==> src/rtl/asm_params.svh <==
// constants for the auxiliary sensor master block
`ifndef ASM_PARAMS_SVH
`define ASM_PARAMS_SVH
`define ASM_IDX_RATE      7'h44
`define ASM_IDX_FRAME     7'h49
`define ASM_IDX_STATUS    7'h4A
`define ASM_IDX_TARGET    7'h4B
`define ASM_IDX_SETUP     7'h4C
`define ASM_IDX_FETCH     7'h4D
`define ASM_IDX_STORE_PTR 7'h4E
`define ASM_IDX_STORE_VAL 7'h4F
`define ASM_RST_RATE      8'h46
`define ASM_RST_FRAME     8'h10
`define ASM_RST_TARGET    8'h20
`define ASM_RST_SETUP     8'h83
`define ASM_RST_FETCH     8'h42
`define ASM_RST_STORE_PTR 8'h4C
`define ASM_RST_STORE_VAL 8'h02
`define ASM_MSK_FRAME     8'h7C
`define ASM_MSK_TARGET    8'hFE
`define ASM_MSK_SETUP     8'h83
`define ASM_BIT_ACC       6
`define ASM_BIT_AUX       5
`define ASM_BIT_HDR       4
`define ASM_BIT_TAG1      3
`define ASM_BIT_TAG2      2
`define ASM_BIT_MANUAL    7
`define ASM_BL1           4'h1
`define ASM_BL2           4'h2
`define ASM_BL6           4'h6
`define ASM_BL8           4'h8
`define ASM_RATE_MIN      4'h1
`define ASM_RATE_MAX      4'hB
`define ASM_POLL_SLOW     11'h400
`define ASM_OFFSET_UNITS  2
`define ASM_HDR_TYPE      2'h2
`define ASM_AXIS_BYTES    6
`define ASM_FRAME_MAX     13
`define ASM_CLK_HZ        40000000
`define ASM_UNIT_US       1250
`define ASM_SCL_HZ        400000
`endif

==> src/rtl/asm_pkg.sv <==
// shared types of the auxiliary sensor master block
package asm_pkg;
  typedef enum logic {ASM_OP_WRITE, ASM_OP_READ} asm_op_t;
  typedef struct packed {
    asm_op_t    op;
    logic [6:0] target;
    logic [7:0] regAddr;
    logic [7:0] wrData;
    logic [3:0] count;
  } asm_i2c_req_t;
  typedef struct packed {
    logic [7:0] data;
    logic       last;
  } asm_fbyte_t;
  typedef enum {
    ASM_ST_IDLE, ASM_ST_S1, ASM_ST_AW, ASM_ST_RG, ASM_ST_WD,
    ASM_ST_S2, ASM_ST_AR, ASM_ST_RD, ASM_ST_P
  } asm_step_t;
endpackage

==> src/rtl/asm_aux_master.sv <==
// auxiliary sensor master: registers, polling, frame building
// Behaviour
// - acc enable stores three axes
// - aux enable stores three aux axes
// - header enable prefixes each frame
// - line one tag when enabled
// - line two tag when enabled
// - target address from bits seven..one
// - burst field selects 1,2,6,8 bytes
// - manual bit selects setup mode
// - read transfers use fetch pointer
// - write transfers use store pointer
// - write payload from store value
// - data mode polls at coded rate
// - trigger offset in 2.5 ms units
`include "asm_params.svh"
module asm_aux_master #(
  parameter int unsigned UNIT_CYC = `ASM_CLK_HZ / 1000000 * `ASM_UNIT_US
) (
  input  wire logic                clk,        // 40 MHz clock
  input  wire logic                rst_n,      // async reset, active low
  input  wire logic                wb_cyc_i,   // wishbone cycle
  input  wire logic                wb_stb_i,   // wishbone strobe
  input  wire logic                wb_we_i,    // wishbone write
  input  wire logic [8:0]          wb_adr_i,   // byte address
  input  wire logic [3:0]          wb_sel_i,   // byte lanes
  input  wire logic [31:0]         wb_dat_i,   // write data
  output logic [31:0]              wb_dat_o,   // read data
  output logic                     wb_ack_o,   // acknowledge
  input  wire logic [47:0]         accSample,  // x,y,z, low byte first
  input  wire logic                accStrobe,  // new acc sample
  input  wire logic                irqLineOne, // interrupt 1 level
  input  wire logic                irqLineTwo, // interrupt 2 level
  output asm_pkg::asm_fbyte_t      frameByte,  // frame stream byte
  output logic                     frameValid, // frameByte valid
  input  wire logic                frameReady, // consumer ready
  input  wire logic                sclIn,      // scl pin level
  output logic                     sclOut,     // scl drive value
  output logic                     sclOe,      // scl drive enable
  input  wire logic                sdaIn,      // sda pin level
  output logic                     sdaOut,     // sda drive value
  output logic                     sdaOe       // sda drive enable
);
  logic [7:0]  rate_r, frame_r, target_r, setup_r;
  logic [7:0]  fetch_r, storePtr_r, storeVal_r;
  logic        access, wrEn;
  logic [6:0]  idx;
  logic        pendWr_r, pendRd_r, pendPoll_r;
  logic        engStart_r;
  asm_pkg::asm_i2c_req_t engReq_r;
  logic        engBusy, engDone, engNack, rxValid;
  logic [7:0]  rxData;
  logic [2:0]  rxIdx;
  logic [3:0]  burstLen;
  logic        dataMode, rateOk;
  logic [16:0] uCnt_r;
  logic        unitTick;
  logic [10:0] perCnt_r, perLen;
  logic [4:0]  offCnt_r;
  logic        armed_r;
  logic        pollRead_r;
  logic [7:0]  auxBuf [0:7];
  logic [7:0]  frame [0:`ASM_FRAME_MAX-1];
  logic [3:0]  fLen_r, fIdx_r;
  logic        trigger;
  logic [3:0]  hLen, aLen;
  logic [1:0]  tags;
  logic        bufReady;
  asm_pkg::asm_fbyte_t bufIn;

  assign access = wb_cyc_i && wb_stb_i && !wb_ack_o;
  assign wrEn   = access && wb_we_i && wb_sel_i[0];
  assign idx    = wb_adr_i[8:2];

  assign dataMode = !setup_r[`ASM_BIT_MANUAL];
  assign rateOk = (rate_r[3:0] >= `ASM_RATE_MIN) &&
                  (rate_r[3:0] <= `ASM_RATE_MAX);
  assign perLen = `ASM_POLL_SLOW >> (rate_r[3:0] - `ASM_RATE_MIN);

  always_comb begin
    case (setup_r[1:0])
      2'h0: burstLen = `ASM_BL1;
      2'h1: burstLen = `ASM_BL2;
      2'h2: burstLen = `ASM_BL6;
      default: burstLen = `ASM_BL8;
    endcase
  end

  always_ff @(posedge clk or negedge rst_n) begin
    if (!rst_n) begin
      rate_r     <= `ASM_RST_RATE;
      frame_r    <= `ASM_RST_FRAME;
      target_r   <= `ASM_RST_TARGET;
      setup_r    <= `ASM_RST_SETUP;
      fetch_r    <= `ASM_RST_FETCH;
      storePtr_r <= `ASM_RST_STORE_PTR;
      storeVal_r <= `ASM_RST_STORE_VAL;
    end else if (wrEn) begin
      case (idx)
        `ASM_IDX_RATE:      rate_r     <= wb_dat_i[7:0];
        `ASM_IDX_FRAME:     frame_r    <= wb_dat_i[7:0] & `ASM_MSK_FRAME;
        `ASM_IDX_TARGET:    target_r   <= wb_dat_i[7:0] & `ASM_MSK_TARGET;
        `ASM_IDX_SETUP:     setup_r    <= wb_dat_i[7:0] & `ASM_MSK_SETUP;
        `ASM_IDX_FETCH:     fetch_r    <= wb_dat_i[7:0];
        `ASM_IDX_STORE_PTR: storePtr_r <= wb_dat_i[7:0];
        `ASM_IDX_STORE_VAL: storeVal_r <= wb_dat_i[7:0];
        default: ;
      endcase
    end
  end

  // single-cycle ack one edge after the strobe; unmapped reads give 0
  always_ff @(posedge clk or negedge rst_n) begin
    if (!rst_n) begin
      wb_ack_o <= 1'b0;
      wb_dat_o <= 32'h0000_0000;
    end else begin
      wb_ack_o <= access;
      wb_dat_o <= 32'h0000_0000;
      if (access && !wb_we_i) begin
        case (idx)
          `ASM_IDX_RATE:      wb_dat_o[7:0] <= rate_r;
          `ASM_IDX_FRAME:     wb_dat_o[7:0] <= frame_r;
          `ASM_IDX_STATUS:
            wb_dat_o[7:0] <= {4'h0, (fIdx_r != fLen_r), pollRead_r,
                              engNack, engBusy};
          `ASM_IDX_TARGET:    wb_dat_o[7:0] <= target_r;
          `ASM_IDX_SETUP:     wb_dat_o[7:0] <= setup_r;
          `ASM_IDX_FETCH:     wb_dat_o[7:0] <= fetch_r;
          `ASM_IDX_STORE_PTR: wb_dat_o[7:0] <= storePtr_r;
          `ASM_IDX_STORE_VAL: wb_dat_o[7:0] <= storeVal_r;
          default: ;
        endcase
      end
    end
  end

  // unit tick of 1.25 ms, half the offset step
  always_ff @(posedge clk or negedge rst_n) begin
    if (!rst_n) uCnt_r <= '0;
    else if (unitTick) uCnt_r <= '0;
    else uCnt_r <= uCnt_r + 17'h1;
  end
  assign unitTick = (uCnt_r == 17'(UNIT_CYC - 1));

  always_ff @(posedge clk or negedge rst_n) begin
    if (!rst_n) begin
      perCnt_r <= '0;
      offCnt_r <= '0;
      armed_r  <= 1'b0;
    end else if (!dataMode || !rateOk) begin
      perCnt_r <= '0;
      armed_r  <= 1'b0;
    end else if (unitTick) begin
      if (perCnt_r >= perLen - 11'h1) begin
        perCnt_r <= '0;
        offCnt_r <= 5'(rate_r[7:4] * `ASM_OFFSET_UNITS);
        armed_r  <= 1'b1;
      end else begin
        perCnt_r <= perCnt_r + 11'h1;
        if (offCnt_r != 5'h0) offCnt_r <= offCnt_r - 5'h1;
      end
    end else if (armed_r && offCnt_r == 5'h0) begin
      armed_r <= 1'b0;
    end
  end

  // pending requests; a new request in the accept cycle survives
  always_ff @(posedge clk or negedge rst_n) begin
    if (!rst_n) begin
      pendWr_r   <= 1'b0;
      pendRd_r   <= 1'b0;
      pendPoll_r <= 1'b0;
    end else begin
      if (wrEn && !dataMode && idx == `ASM_IDX_STORE_VAL) pendWr_r <= 1'b1;
      else if (engStart_r && engReq_r.op == asm_pkg::ASM_OP_WRITE)
        pendWr_r <= 1'b0;
      if (wrEn && !dataMode && idx == `ASM_IDX_FETCH) pendRd_r <= 1'b1;
      else if (engStart_r && !pendWr_r && !pollRead_r) pendRd_r <= 1'b0;
      if (armed_r && offCnt_r == 5'h0 && !unitTick) pendPoll_r <= 1'b1;
      else if (engStart_r && pollRead_r) pendPoll_r <= 1'b0;
      else if (!dataMode) pendPoll_r <= 1'b0;
    end
  end

  always_ff @(posedge clk or negedge rst_n) begin
    if (!rst_n) begin
      engStart_r <= 1'b0;
      engReq_r   <= '0;
      pollRead_r <= 1'b0;
    end else begin
      engStart_r <= 1'b0;
      if (!engBusy && !engStart_r && (pendWr_r || pendRd_r || pendPoll_r)) begin
        engStart_r      <= 1'b1;
        engReq_r.target <= target_r[7:1];
        engReq_r.wrData <= storeVal_r;
        engReq_r.count  <= burstLen;
        pollRead_r      <= !pendWr_r && !pendRd_r;
        if (pendWr_r) begin
          engReq_r.op      <= asm_pkg::ASM_OP_WRITE;
          engReq_r.regAddr <= storePtr_r;
        end else begin
          engReq_r.op      <= asm_pkg::ASM_OP_READ;
          engReq_r.regAddr <= fetch_r;
        end
      end
    end
  end

  asm_i2c_engine u_engine (
    .clk     (clk),
    .rst_n   (rst_n),
    .req     (engReq_r),
    .start   (engStart_r),
    .busy    (engBusy),
    .done    (engDone),
    .nack    (engNack),
    .rxValid (rxValid),
    .rxData  (rxData),
    .rxIdx   (rxIdx),
    .sclIn   (sclIn),
    .sclOut  (sclOut),
    .sclOe   (sclOe),
    .sdaIn   (sdaIn),
    .sdaOut  (sdaOut),
    .sdaOe   (sdaOe)
  );

  always_ff @(posedge clk or negedge rst_n) begin
    if (!rst_n) begin
      for (int i = 0; i < 8; i++) auxBuf[i] <= 8'h00;
    end else if (rxValid) begin
      auxBuf[rxIdx] <= rxData;
    end
  end

  // acc samples pace frames; without acc, each good poll does if aux is enabled
  assign trigger = frame_r[`ASM_BIT_ACC] ? accStrobe :
                   (frame_r[`ASM_BIT_AUX] && engDone && pollRead_r &&
                    !engNack);
  assign hLen = frame_r[`ASM_BIT_HDR] ? 4'h1 : 4'h0;
  assign aLen = frame_r[`ASM_BIT_ACC] ? 4'(`ASM_AXIS_BYTES) : 4'h0;
  assign tags = {irqLineOne & frame_r[`ASM_BIT_TAG1],
                 irqLineTwo & frame_r[`ASM_BIT_TAG2]};

  // frames that arrive while one is still draining are dropped
  always_ff @(posedge clk or negedge rst_n) begin
    if (!rst_n) begin
      for (int i = 0; i < `ASM_FRAME_MAX; i++) frame[i] <= 8'h00;
      fLen_r <= '0;
      fIdx_r <= '0;
    end else if (trigger && fIdx_r == fLen_r) begin
      frame[0] <= {`ASM_HDR_TYPE, frame_r[`ASM_BIT_ACC],
                   frame_r[`ASM_BIT_AUX], tags, 2'h0};
      for (int k = 0; k < `ASM_AXIS_BYTES; k++) begin
        if (frame_r[`ASM_BIT_ACC]) frame[hLen + 4'(k)] <= accSample[8*k +: 8];
        if (frame_r[`ASM_BIT_AUX]) frame[hLen + aLen + 4'(k)] <= auxBuf[k];
      end
      if (!frame_r[`ASM_BIT_HDR] &&
          (frame_r[`ASM_BIT_TAG1] || frame_r[`ASM_BIT_TAG2]))
        frame[0][1:0] <= tags;
      fLen_r <= hLen + aLen +
                (frame_r[`ASM_BIT_AUX] ? 4'(`ASM_AXIS_BYTES) : 4'h0);
      fIdx_r <= '0;
    end else if (fIdx_r != fLen_r && bufReady) begin
      fIdx_r <= fIdx_r + 4'h1;
    end
  end

  assign bufIn.data = frame[fIdx_r];
  assign bufIn.last = (fIdx_r == fLen_r - 4'h1);

  asm_frame_buf u_buf (
    .clk      (clk),
    .rst_n    (rst_n),
    .inData   (bufIn),
    .inValid  (fIdx_r != fLen_r),
    .inReady  (bufReady),
    .outData  (frameByte),
    .outValid (frameValid),
    .outReady (frameReady)
  );
endmodule

==> src/rtl/asm_frame_buf.sv <==
// two-entry frame byte buffer with valid/ready on both sides
module asm_frame_buf (
  input  wire logic              clk,      // system clock
  input  wire logic              rst_n,    // async reset, active low
  input  wire asm_pkg::asm_fbyte_t inData, // byte from frame builder
  input  wire logic              inValid,  // inData valid
  output logic                   inReady,  // room for a byte
  output asm_pkg::asm_fbyte_t    outData,  // byte to consumer
  output logic                   outValid, // outData valid
  input  wire logic              outReady  // consumer takes byte
);
  asm_pkg::asm_fbyte_t tail_r;
  logic                tailV_r;
  logic                push;
  logic                pop;

  // full only when the second slot holds a word
  assign inReady = !tailV_r;
  assign push    = inValid && inReady;
  assign pop     = outValid && outReady;

  always_ff @(posedge clk or negedge rst_n) begin
    if (!rst_n) begin
      outData  <= '0;
      outValid <= 1'b0;
      tail_r   <= '0;
      tailV_r  <= 1'b0;
    end else if (!outValid || pop) begin
      if (tailV_r) begin
        outData  <= tail_r;
        outValid <= 1'b1;
        tail_r   <= inData;
        tailV_r  <= push;
      end else begin
        outData  <= inData;
        outValid <= push;
      end
    end else if (push) begin
      tail_r  <= inData;
      tailV_r <= 1'b1;
    end
  end
endmodule

==> src/rtl/asm_i2c_engine.sv <==
// open-drain i2c master sequencer for one write or one burst read
`include "asm_params.svh"
module asm_i2c_engine (
  input  wire logic                  clk,     // system clock
  input  wire logic                  rst_n,   // async reset, active low
  input  wire asm_pkg::asm_i2c_req_t req,     // transfer description
  input  wire logic                  start,   // pulse, take req
  output logic                       busy,    // transfer in progress
  output logic                       done,    // pulse at end
  output logic                       nack,    // last transfer nacked
  output logic                       rxValid, // pulse, rxData valid
  output logic [7:0]                 rxData,  // received byte
  output logic [2:0]                 rxIdx,   // position in burst
  input  wire logic                  sclIn,   // scl pin level
  output logic                       sclOut,  // scl drive value
  output logic                       sclOe,   // scl pulled low
  input  wire logic                  sdaIn,   // sda pin level
  output logic                       sdaOut,  // sda drive value
  output logic                       sdaOe    // sda pulled low
);
  localparam int unsigned QTR = `ASM_CLK_HZ / (4 * `ASM_SCL_HZ);
  asm_pkg::asm_step_t    step_r;
  asm_pkg::asm_i2c_req_t req_r;
  logic [5:0] qCnt_r;
  logic       tick;
  logic [1:0] ph_r;
  logic [3:0] bit_r;
  logic [3:0] left_r;
  logic [7:0] shift_r;
  logic       ackHi_r;
  logic       sclS1_r, sclS2_r, sdaS1_r, sdaS2_r;
  logic [7:0] txByte;
  logic       isTx;

  always_ff @(posedge clk or negedge rst_n) begin
    if (!rst_n) begin
      sclS1_r <= 1'b1;
      sclS2_r <= 1'b1;
      sdaS1_r <= 1'b1;
      sdaS2_r <= 1'b1;
    end else begin
      sclS1_r <= sclIn;
      sclS2_r <= sclS1_r;
      sdaS1_r <= sdaIn;
      sdaS2_r <= sdaS1_r;
    end
  end

  always_ff @(posedge clk or negedge rst_n) begin
    if (!rst_n) qCnt_r <= '0;
    else if (tick || step_r == asm_pkg::ASM_ST_IDLE) qCnt_r <= '0;
    else qCnt_r <= qCnt_r + 6'h1;
  end
  assign tick = (qCnt_r == 6'(QTR - 1));

  always_comb begin
    isTx = 1'b1;
    case (step_r)
      asm_pkg::ASM_ST_AW: txByte = {req_r.target, 1'b0};
      asm_pkg::ASM_ST_AR: txByte = {req_r.target, 1'b1};
      asm_pkg::ASM_ST_RG: txByte = req_r.regAddr;
      asm_pkg::ASM_ST_WD: txByte = req_r.wrData;
      default: begin
        txByte = 8'h00;
        isTx   = 1'b0;
      end
    endcase
  end

  assign busy   = (step_r != asm_pkg::ASM_ST_IDLE);
  assign sclOut = 1'b0;
  assign sdaOut = 1'b0;

  always_ff @(posedge clk or negedge rst_n) begin
    if (!rst_n) begin
      step_r  <= asm_pkg::ASM_ST_IDLE;
      req_r   <= '0;
      ph_r    <= 2'h0;
      bit_r   <= 4'h0;
      left_r  <= 4'h0;
      shift_r <= 8'h00;
      ackHi_r <= 1'b0;
      sclOe   <= 1'b0;
      sdaOe   <= 1'b0;
      done    <= 1'b0;
      nack    <= 1'b0;
      rxValid <= 1'b0;
      rxData  <= 8'h00;
      rxIdx   <= 3'h0;
    end else begin
      done    <= 1'b0;
      rxValid <= 1'b0;
      if (step_r == asm_pkg::ASM_ST_IDLE) begin
        if (start) begin
          req_r  <= req;
          left_r <= req.count;
          rxIdx  <= 3'h0;
          nack   <= 1'b0;
          ph_r   <= 2'h0;
          step_r <= asm_pkg::ASM_ST_S1;
        end
      // a target holding scl low stretches the high phase
      end else if (tick && !(ph_r == 2'h2 && !sclS2_r)) begin
        ph_r <= ph_r + 2'h1;
        case (ph_r)
          2'h0: begin
            if (isTx) sdaOe <= (bit_r < 4'h8) && !txByte[3'h7 - bit_r[2:0]];
            else if (step_r == asm_pkg::ASM_ST_RD)
              sdaOe <= (bit_r == 4'h8) && (left_r != 4'h1);
            else sdaOe <= (step_r == asm_pkg::ASM_ST_P);
          end
          2'h1: sclOe <= 1'b0;
          2'h2: begin
            if (step_r == asm_pkg::ASM_ST_S1 || step_r == asm_pkg::ASM_ST_S2)
              sdaOe <= 1'b1;
            else if (step_r == asm_pkg::ASM_ST_P) sdaOe <= 1'b0;
            else if (bit_r == 4'h8) ackHi_r <= sdaS2_r;
            else shift_r <= {shift_r[6:0], sdaS2_r};
          end
          default: begin
            sclOe <= (step_r != asm_pkg::ASM_ST_P);
            bit_r <= 4'h0;
            case (step_r)
              asm_pkg::ASM_ST_S1: step_r <= asm_pkg::ASM_ST_AW;
              asm_pkg::ASM_ST_S2: step_r <= asm_pkg::ASM_ST_AR;
              asm_pkg::ASM_ST_P: begin
                step_r <= asm_pkg::ASM_ST_IDLE;
                done   <= 1'b1;
              end
              asm_pkg::ASM_ST_RD: begin
                if (bit_r != 4'h8) bit_r <= bit_r + 4'h1;
                else begin
                  rxValid <= 1'b1;
                  rxData  <= shift_r;
                  rxIdx   <= 3'(req_r.count - left_r);
                  left_r  <= left_r - 4'h1;
                  if (left_r == 4'h1) step_r <= asm_pkg::ASM_ST_P;
                end
              end
              default: begin
                if (bit_r != 4'h8) bit_r <= bit_r + 4'h1;
                else if (ackHi_r) begin
                  nack   <= 1'b1;
                  step_r <= asm_pkg::ASM_ST_P;
                end else if (step_r == asm_pkg::ASM_ST_AW)
                  step_r <= asm_pkg::ASM_ST_RG;
                else if (step_r == asm_pkg::ASM_ST_AR)
                  step_r <= asm_pkg::ASM_ST_RD;
                else if (step_r == asm_pkg::ASM_ST_RG &&
                         req_r.op == asm_pkg::ASM_OP_READ)
                  step_r <= asm_pkg::ASM_ST_S2;
                else if (step_r == asm_pkg::ASM_ST_RG)
                  step_r <= asm_pkg::ASM_ST_WD;
                else step_r <= asm_pkg::ASM_ST_P;
              end
            endcase
          end
        endcase
      end
    end
  end
endmodule

==> config.mk <==
export PLATFORM = sky130hd
export DESIGN_NAME = asm_aux_master
export DESIGN_NICKNAME = d
export VERILOG_FILES = /design/src/rtl/asm_pkg.sv /design/src/rtl/asm_aux_master.sv /design/src/rtl/asm_frame_buf.sv /design/src/rtl/asm_i2c_engine.sv
export VERILOG_INCLUDE_DIRS = /design/src /design/src/rtl
export SDC_FILE = /design/constraint.sdc
export NUM_CORES = 1
export LEC_CHECK = 0
export BUFFER_PORTS_ARGS = -buffer_cell sky130_fd_sc_hd__buf_2
export CORE_UTILIZATION = 61
export CTS_CLUSTER_DIAMETER = 40
export CTS_CLUSTER_SIZE = 12
export DETAILED_ROUTE_END_ITERATION = 6
export GPL_ROUTABILITY_DRIVEN = 0
export MAX_ROUTING_LAYER = met4
export PLACE_DENSITY_LB_ADDON = 0.08
export SLEW_MARGIN = 20
export SYNTH_ARGS = -nofsm -noshare
export SYNTH_HDL_FRONTEND = slang
export SYNTH_HIERARCHICAL = 1
export SYNTH_SLANG_ARGS = --single-unit
==> constraint.sdc <==
create_clock -name clk -period 4.3 [get_ports clk]
set_input_delay 0.215 -clock clk [delete_from_list [all_inputs] [get_ports clk]]
set_output_delay 0.215 -clock clk [all_outputs]
set_load 0.005 [all_outputs]
==> key figures, run 1 <==
Drt
  • Routed WL per cell: 22.55 um
  • Total routed wirelength: 54680 um
  • Metal3 WL: 4085 um
  • Vias: approximately 16000
  • Met2 Wirelength: 25930 um
  • Top layer reached by signal wires: met4
  • ANT nets after route: 0
  • Iter 0 DRT Violations: 1358
  • DR DRC count: 0
  • Vias per std cell: 6.532
  • Wl on met1: 22000 um
  • 1st-pass router iterations: 6

Synthesis
  • Leading post-synthesis cells by cell area: dfrtp_1, mux2_2, o21ai_0
  • Synth Warn #: 6
  • FF+latch count, synth: ~380
  • Post-Syn Area per Cell: 10.80 um2
  • Post-Syn Instances: 1881
  • Area leader, netlist: dfrtp_1
  • Seq/Total Area, Yosys: 0.4678
  • Number of flops mapped to enable cells by yosys: 0
  • Ys flop type: dfrtp_1
  • Synth unique cells: 89
  • Cell Area, Synth: 20320 um2
  • Yosys top cell area share: 0.4445
  • FFs w/ async S/R, synth: 1.000

Power
  • P per Cell Area: 415.6 nW/um2
  • Worst VDD drop: 0.0003837 V
  • Lkg Pwr: 10.29 nW

Setup path
  • Crit path max-delay cell type: dfstp_2
  • Reg2reg path depth: 14
  • Required time worst endpoint: 4770 ps
  • CP Max Fanout: 21
  • Startpoint Class: flip-flop
  • CP Cell Sequence: nor2b_1 > nand3_1 > ha_1 > nor2b_1 > inv_1 > o21ai_0 > a21oi_1 > ha_1 > a21oi_1 > o21ai_0 > a221oi_2 > buf_4 > nand3b_1 > nand4_1
  • CP max stage delay: 640 ps
  • CP Class: reg2reg
  • Crit path DAT: a little over 4000 ps
  • Crit path capture type: flip-flop

Timing
  • Crit share post-route: 0.8552
  • Setup TNS: 0 ps
  • Fmax: 271.9 MHz
  • Clock skew: 30.05 ps
  • Min setup slack post-route: between 600 and 700 ps
  • Slew margin rel.: 0.2456
  • RSZ-0062 raised after global routing: no
  • Pins over their slew limit: 0
  • Final min period: 3677 ps
  • Setup violators final: 0
  • Tightest Pin Transition: approximately 1100 ps
  • Final hold vios: 0

CTS
  • CTS tree: done
  • Post-CTS Setup Bufs: 0
  • CTS Root Cell: clkbuf_16
  • CTS Buffer Depth: 3
  • Num CTS Buffers: 56
  • Worst skew pair latency: around 610 ps
  • Clk slew on worst S/H paths: approximately 60 ps
  • Sink Count: 379
  • Deepest level of the CTS H-tree: 2

Die
  • Io pins: 151
  • Total die area: 34050 um2
  • Die H: 184.5 um
  • Initial Util: 0.6231
  • Placeable Area: 32620 um2
  • DIE WIDTH: 184.5 um
  • Placement Rows: 66

Cells and area
  • Layout cells sized above 1: 0.2503
  • Most frequent cells in the layout: dfrtp_1, nand2_1, mux2_2
  • Most common cell after layout, fill and taps aside: dfrtp_1
  • Final Instance Count excl. Fillers: 2425
  • Nets: 2077
  • Fillers: 2421
  • Synth-to-layout area growth: 12.81%

Place
  • Post-DP HPWL: 35710 um
  • Cells after DPL: ~2300
  • PortBufs: 95
  • Place WS: 677.6 ps

Global route
  • Largest net degree at the start of global routing: approximately 120
  • All-Layer GR Usage: 0.3404
  • Gr ovfl total: 0
  • Initial antenna violation count: 0
  • First-pass GRT wire length: 86420 um
  • Vias in the first global route: around 15000

Hold path
  • Hold WC Path Type: in2reg
  • Hold Path Stages: 3

Run
  • Max-cap check violation count: 0

Status
  • Status: completed
[layout make-up]
class	count	area [um2]	area share
diodes	1	2.502	0.0001091
well taps	442	553.0	0.02412
clock inverters	35	376.6	0.01643
multi-input cells	1330	9983	0.4354
flip-flops and latches	379	9514	0.4150
inverters	38	142.6	0.006221
repair buffers	133	830.8	0.03624
clock buffers	67	1524	0.06647
[registers in the layout (all words and copies together) (netlist names), 9 cells and up]
register,flops
auxBuf,48
engReq_r,28
perCnt_r,11
u_buf/outData,9
u_engine/req_r,27
frame,104
u_buf/tail_r,9
uCnt_r,17
[stage by stage]
step / hold slack (ps) / power [W] / util / cell area [um2]
finish: 10.09 / 0.009528 / 0.7029 / 22930
global route: 37.42 / 0.009849 / 0.7028 / 22920
CTS: 1.365 / 0.009573 / 0.7026 / 22920
detailed placement: 318.2 / 0.004964 / 0.6400 / 20880
global placement: 316.6 / 0.004935 / 0.6400 / 20880
floorplan: -80.59 / 0.004560 / - / 20410
[metal layers]
layer  vias up  GRT usage
li1       7053          -
met1      7931     0.4372
met2       718     0.5238
met3       138    0.05355
met4         0     0.1763
met5         -          -
[worst max-delay path, delay by kind of cell (launching register included)]
family / cells / cell delay [ps]
compound gates: 5 / 1000
simple gates: 5 / 860
fa+ha+maj: 2 / 660
flops: 1 / 640
buf+inv: 2 / 390
[synthesized netlist by cell type, types with 6 or more instances]
master      n
o22ai_1     6
nand2_1   166
clkbuf_1   81
a22oi_1     8
buf_2      31
o21a_1      6
xnor2_1    20
and2_1      9
dfrtp_1   361
nor2b_1    21
a31oi_1    22
nor4_1      6
o21ai_0   152
xor2_1     11
a221o_1    59
or2_2       6
nand3b_1   20
a222oi_1    6
nand3_1    39
mux2_4     16
buf_1       8
nand4_1    15
a21oi_1    93
mux2i_1    36
nand2b_1   52
nand4b_1    6
mux2_2    156
o221a_2    17
inv_1      33
and3_1     30
buf_6       7
a221oi_1   23
a22o_1     52
nor2_1     76
ha_1       34
o211ai_1    9
nor3_1     18
buf_4      28
dfstp_2    18
o31ai_1    11
a32o_1      6
mux4_2     24
[report_power, final]
part           internal, W  switching [W]
sequential         0.00369       0.000125
clock              0.00281        0.00179
combinational     0.000422       0.000691
[path summary, 6_finish.rpt]
check                                      start          endpoint  slack, ps
worst max-delay path                   rate_r[1]       offCnt_r[4]        620
worst min-delay path                accSample[7]        frame[103]         10
worst max register to register         rate_r[1]       offCnt_r[4]        620
worst min register to register  u_engine/sdaS1_r  u_engine/sdaS2_r        350
max in group asynchronous                  rst_n     storeVal_r[1]       2950
min in group asynchronous                  rst_n    u_buf/outValid        260
[cells by family after synthesis]
logic type      count (synthesis)  share of synthesized area
simple gates                  512                     0.1358
compound gates                491                     0.1688
flops                         379                     0.4678
mux                           233                     0.1431
buf+inv                       196                    0.04722
fa+ha+maj                      35                    0.02192
xor+xnor                       33                    0.01496
other cells                     2                  0.0003695
[what timing repair did]
action / in CTS / in global routing
hold endpoints to repair: 137 / 0
hold buffers: 14 / 0
resized for setup: 0 / 0
Note: power is estimated with default switching activity, not from simulation.
==> run 2: changes to the inputs <==
--- a/config.mk
+++ b/config.mk
@@ -17,5 +17,4 @@
 export SLEW_MARGIN = 20
 export SYNTH_ARGS = -nofsm -noshare
 export SYNTH_HDL_FRONTEND = slang
-export SYNTH_HIERARCHICAL = 1
 export SYNTH_SLANG_ARGS = --single-unit
==> run 2 against run 1 <==
Compared with the run above: register-to-register slack gained 40 ps; count of clock-buffer cells in the layout shrank 3; fmax grew 1.1%; routed wire length shrank 2.1%; power grew 3.1%; die area shrank 2.9%; first-iteration DRC count shrank 0.15%; global-route usage grew 0.18 points; combinational power grew 29%; core utilization grew 0.63 points; highest routed layer unchanged.
==> key figures, run 2 <==
Global route
  • First-pass GRT wire length: 85640 um (-0.90%)
  • All-Layer GR Usage: 0.3422 (+0.001766)
  • Gr ovfl total: 0 (unchanged)
  • Initial antenna violation count: 0 (unchanged)
  • Vias in the first global route: 15670 (+1.6%)
  • Largest net degree at the start of global routing: 103 (-13%)

Drt
  • Vias per std cell: 6.406 (-1.9%)
  • ANT nets after route: 0 (unchanged)
  • DR DRC count: 0 (unchanged)
  • Vias: 15690 (-0.95%)
  • Iter 0 DRT Violations: 1356 (-0.15%)
  • Routed WL per cell: 21.86 um (-3.0%)
  • Total routed wirelength: 53540 um (-2.1%)
  • 1st-pass router iterations: 6 (unchanged)

Power
  • Sw frac: 0.2787 (+0.004787)
  • P per Cell Area: 437.0 nW/um2 (+5.1%)
  • Seq pwr share: 0.400 (about the same)
  • Comb pwr share: 0.146 (+0.029)
  • Clock power share: 0.454 (-0.029)
  • Worst VDD drop: 0.0003701 V (-3.5%)
  • Lkg Pwr: 10.24 nW (-0.49%)
  • Net Switching: 0.002740 W (+5.0%)
  • Int Pwr: 0.007089 W (+2.5%)

Place
  • PortBufs: 95 (unchanged)
  • Post-DP Area: 20490 um2 (-1.9%)
  • Post-DP HPWL: 34930 um (-2.2%)

Cells and area
  • Most frequent cells in the layout: dfrtp_1, nand2_1, mux2_2
  • Cell area after layout: 22490 um2 (-1.9%)
  • # diodes: 0 (-1)
  • Synth-to-layout area growth: 14.06%
  • Top Registers: frame (104), auxBuf (48), engReq_r (28)
  • Fillers: 2365 (-2.3%)
  • Max FFs per register: 104 (unchanged)
  • Layout cells sized above 1: 0.2257 (-0.02456)
  • Nets: 2141 (+3.1%)
  • Largest reg by FF count: frame
  • Most common cell after layout, fill and taps aside: dfrtp_1

Die
  • DIE WIDTH: 181.8 um (-1.5%)
  • Placeable Area: 31720 um2 (-2.8%)
  • Die H: 181.8 um (-1.5%)
  • Total die area: 33050 um2 (-2.9%)
  • Initial Util: 0.6217 (-0.001318)
  • Io pins: 151 (unchanged)
  • Placement Rows: 65 (-1.5%)

Synthesis
  • Post-Syn Area per Cell: 10.24 um2 (-5.2%)
  • Area leader, netlist: dfrtp_1
  • Post-Syn Instances: 1925 (+2.3%)
  • FF+latch count, synth: 379 (unchanged)
  • Yosys top cell area share: 0.4581 (+0.01359)
  • Number of flops mapped to enable cells by yosys: 0 (unchanged)
  • Ys flop type: dfrtp_1
  • Synth Warn #: 0 (-6)
  • Leading post-synthesis cells by cell area: dfrtp_1, mux2_2, nand2_1
  • FFs w/ async S/R, synth: 1.000 (unchanged)
  • Cell Area, Synth: 19720 um2 (-3.0%)
  • Seq/Total Area, Yosys: 0.4821 (+0.01431)
  • Top cells by count, synth: dfrtp_1, nand2_1, mux2_2
  • Synth unique cells: 73 (-18%)
  • Count leader, synth: dfrtp_1

Setup path
  • CP endpoint: perCnt_r[10]
  • Reg2reg end: perCnt_r[10]
  • CP max stage delay: 650 ps (about the same)
  • R2r setup slk: 660 ps (+40 ps)
  • Reg2reg path depth: 14 (unchanged)
  • CP Class: reg2reg
  • Crit path from: rate_r[3]
  • Crit path DAT: 4140 ps (about the same)
  • Required time worst endpoint: 4800 ps (+30 ps)
  • Crit path capture type: flip-flop
  • Most frequent CP cell: a21oi_1
  • Crit path max-delay cell type: a211oi_1
  • CP Cell Sequence: nor2b_1 > nand3b_1 > ha_1 > nor2_1 > nand2_1 > nor3_1 > a21oi_1 > ha_1 > a21oi_1 > o21ai_0 > o21bai_1 > a211oi_1 > a21oi_1 > o21ai_1
  • Reg-to-Reg Start: rate_r[3]
  • Startpoint Class: flip-flop
  • CP Max Fanout: 16 (-24%)

Hold path
  • Hold WC Path Type: in2reg

Timing
  • RSZ-0062 raised after global routing: no
  • Final hold vios: 0 (unchanged)
  • Setup TNS: 0 ps (unchanged)
  • Hold_ws: 34.88 ps (+24.79 ps)
  • Tightest Pin Transition: 1124 ps (-2.970 ps)
  • Final min period: 3637 ps (-40.44 ps)
  • Pins over their slew limit: 0 (unchanged)
  • Slew margin rel.: 0.2497 (+0.004146)
  • Clock skew: 15.38 ps (-14.67 ps)
  • Setup violators final: 0 (unchanged)
  • Fmax: 275.0 MHz (+1.1%)
  • Crit share post-route: 0.8458 (-0.009404)

CTS
  • Clk slew on worst S/H paths: 60 ps (about the same)
  • Post-CTS Setup Bufs: 0 (unchanged)
  • CTS Buffer Depth: 3 (unchanged)
  • CTS Root Cell: clkbuf_16
  • Num CTS Buffers: 53 (-5.4%)
  • Post-cts sizing count: 0 (unchanged)
  • CTS tree: done
  • Worst skew pair latency: 590 ps (-20 ps)
  • Sink Count: 379 (unchanged)
  • Deepest level of the CTS H-tree: 2 (unchanged)

Run
  • Max-cap check violation count: 0 (unchanged)

Status
  • Status: completed
==> run 2: cell types whose count changed after synthesis, sizes merged, moves of 10 or more <==
cell    delta
a221oi    -11
o221a     -17
nand2     +78
nand2b    -19
a22oi     +19
o311a     +16
o21ai     +10
a22o      -40
mux2i     +17
nor2      +80
and3      -18
a221o     -55
nand3b    -21
==> run 2: timing repair <==
item	4_1_cts	5_1_grt
hold buffers	16	0
hold endpoints to repair	129	0
endpoints found under the setup margin	0	0
==> run 2: cell families after synthesis <==
logic type | count (synthesis) | share of synthesized area
compound gates | 461 | 0.1476
xor+xnor | 31 | 0.01377
fa+ha+maj | 34 | 0.02195
buf+inv | 187 | 0.04353
flops | 379 | 0.4821
mux | 252 | 0.1554
other cells | 1 | 0.0001902
simple gates | 580 | 0.1354
==> run 2: worst max-delay path: cells and delay by family (launching register included) <==
| kind | cells | cell delay, ps |
|---|---|---|
| compound gates | 7 | 1460 |
| flops | 1 | 630 |
| simple gates | 5 | 860 |
| fa+ha+maj | 2 | 600 |
==> run 2: layout make-up <==
cell class	instances	area, um2	share of cell area
multi-input combinational	1384	9533	0.4238
sequential	379	9515	0.4230
clock buffer	64	1429	0.06353
timing repair buffer	145	950.9	0.04228
tap	402	503.0	0.02236
clock inverter	35	411.6	0.01830
inverter	40	150.1	0.006675
==> run 2: worst min path at each step <==
stage	from	to	slack, ps	cells past startpoint
finish	wb_dat_i[4]	storeVal_r[4]	30	2
global route	wb_dat_i[4]	storeVal_r[4]	30	2
CTS	wb_dat_i[6]	storeVal_r[6]	20	2
detailed placement	rst_n	frame[68]	310	1
global placement	rst_n	frame[76]	310	1
floorplan	rst_n	armed_r	-80	0
==> run 2: per-stage QoR <==
step	utilization	setup slack (ps)	power, W	cells
6_report	0.7092	663.0	0.009828	2449
5_1_grt	0.7092	263.0	0.01019	2449
4_1_cts	0.7090	707.1	0.009874	2449
3_5_place_dp	0.6459	709.9	0.005405	2334
3_3_place_gp	0.6459	839.3	0.005355	2334
2_1_floorplan	-	1041	0.004879	1950
==> run 2: layer usage <==
metal	share of wire	up-vias	wire length [um]	global-route usage
li1	-	7048	-	-
met1	0.40	7767	21270	0.4241
met2	0.48	704	25510	0.5469
met3	0.078	170	4201	0.06057
met4	0.048	0	2567	0.1620
met5	0	-	0	-
==> run 2: power by group through the flow <==
stage	combinational [W]	sequential, W	clock, W
detailed placement	0.00141	0.00399	0
finish	0.00143	0.00393	0.00447
floorplan	0.000951	0.00393	0
CTS	0.00143	0.00393	0.00451
global placement	0.00137	0.00398	0
global route	0.00157	0.00396	0.00467
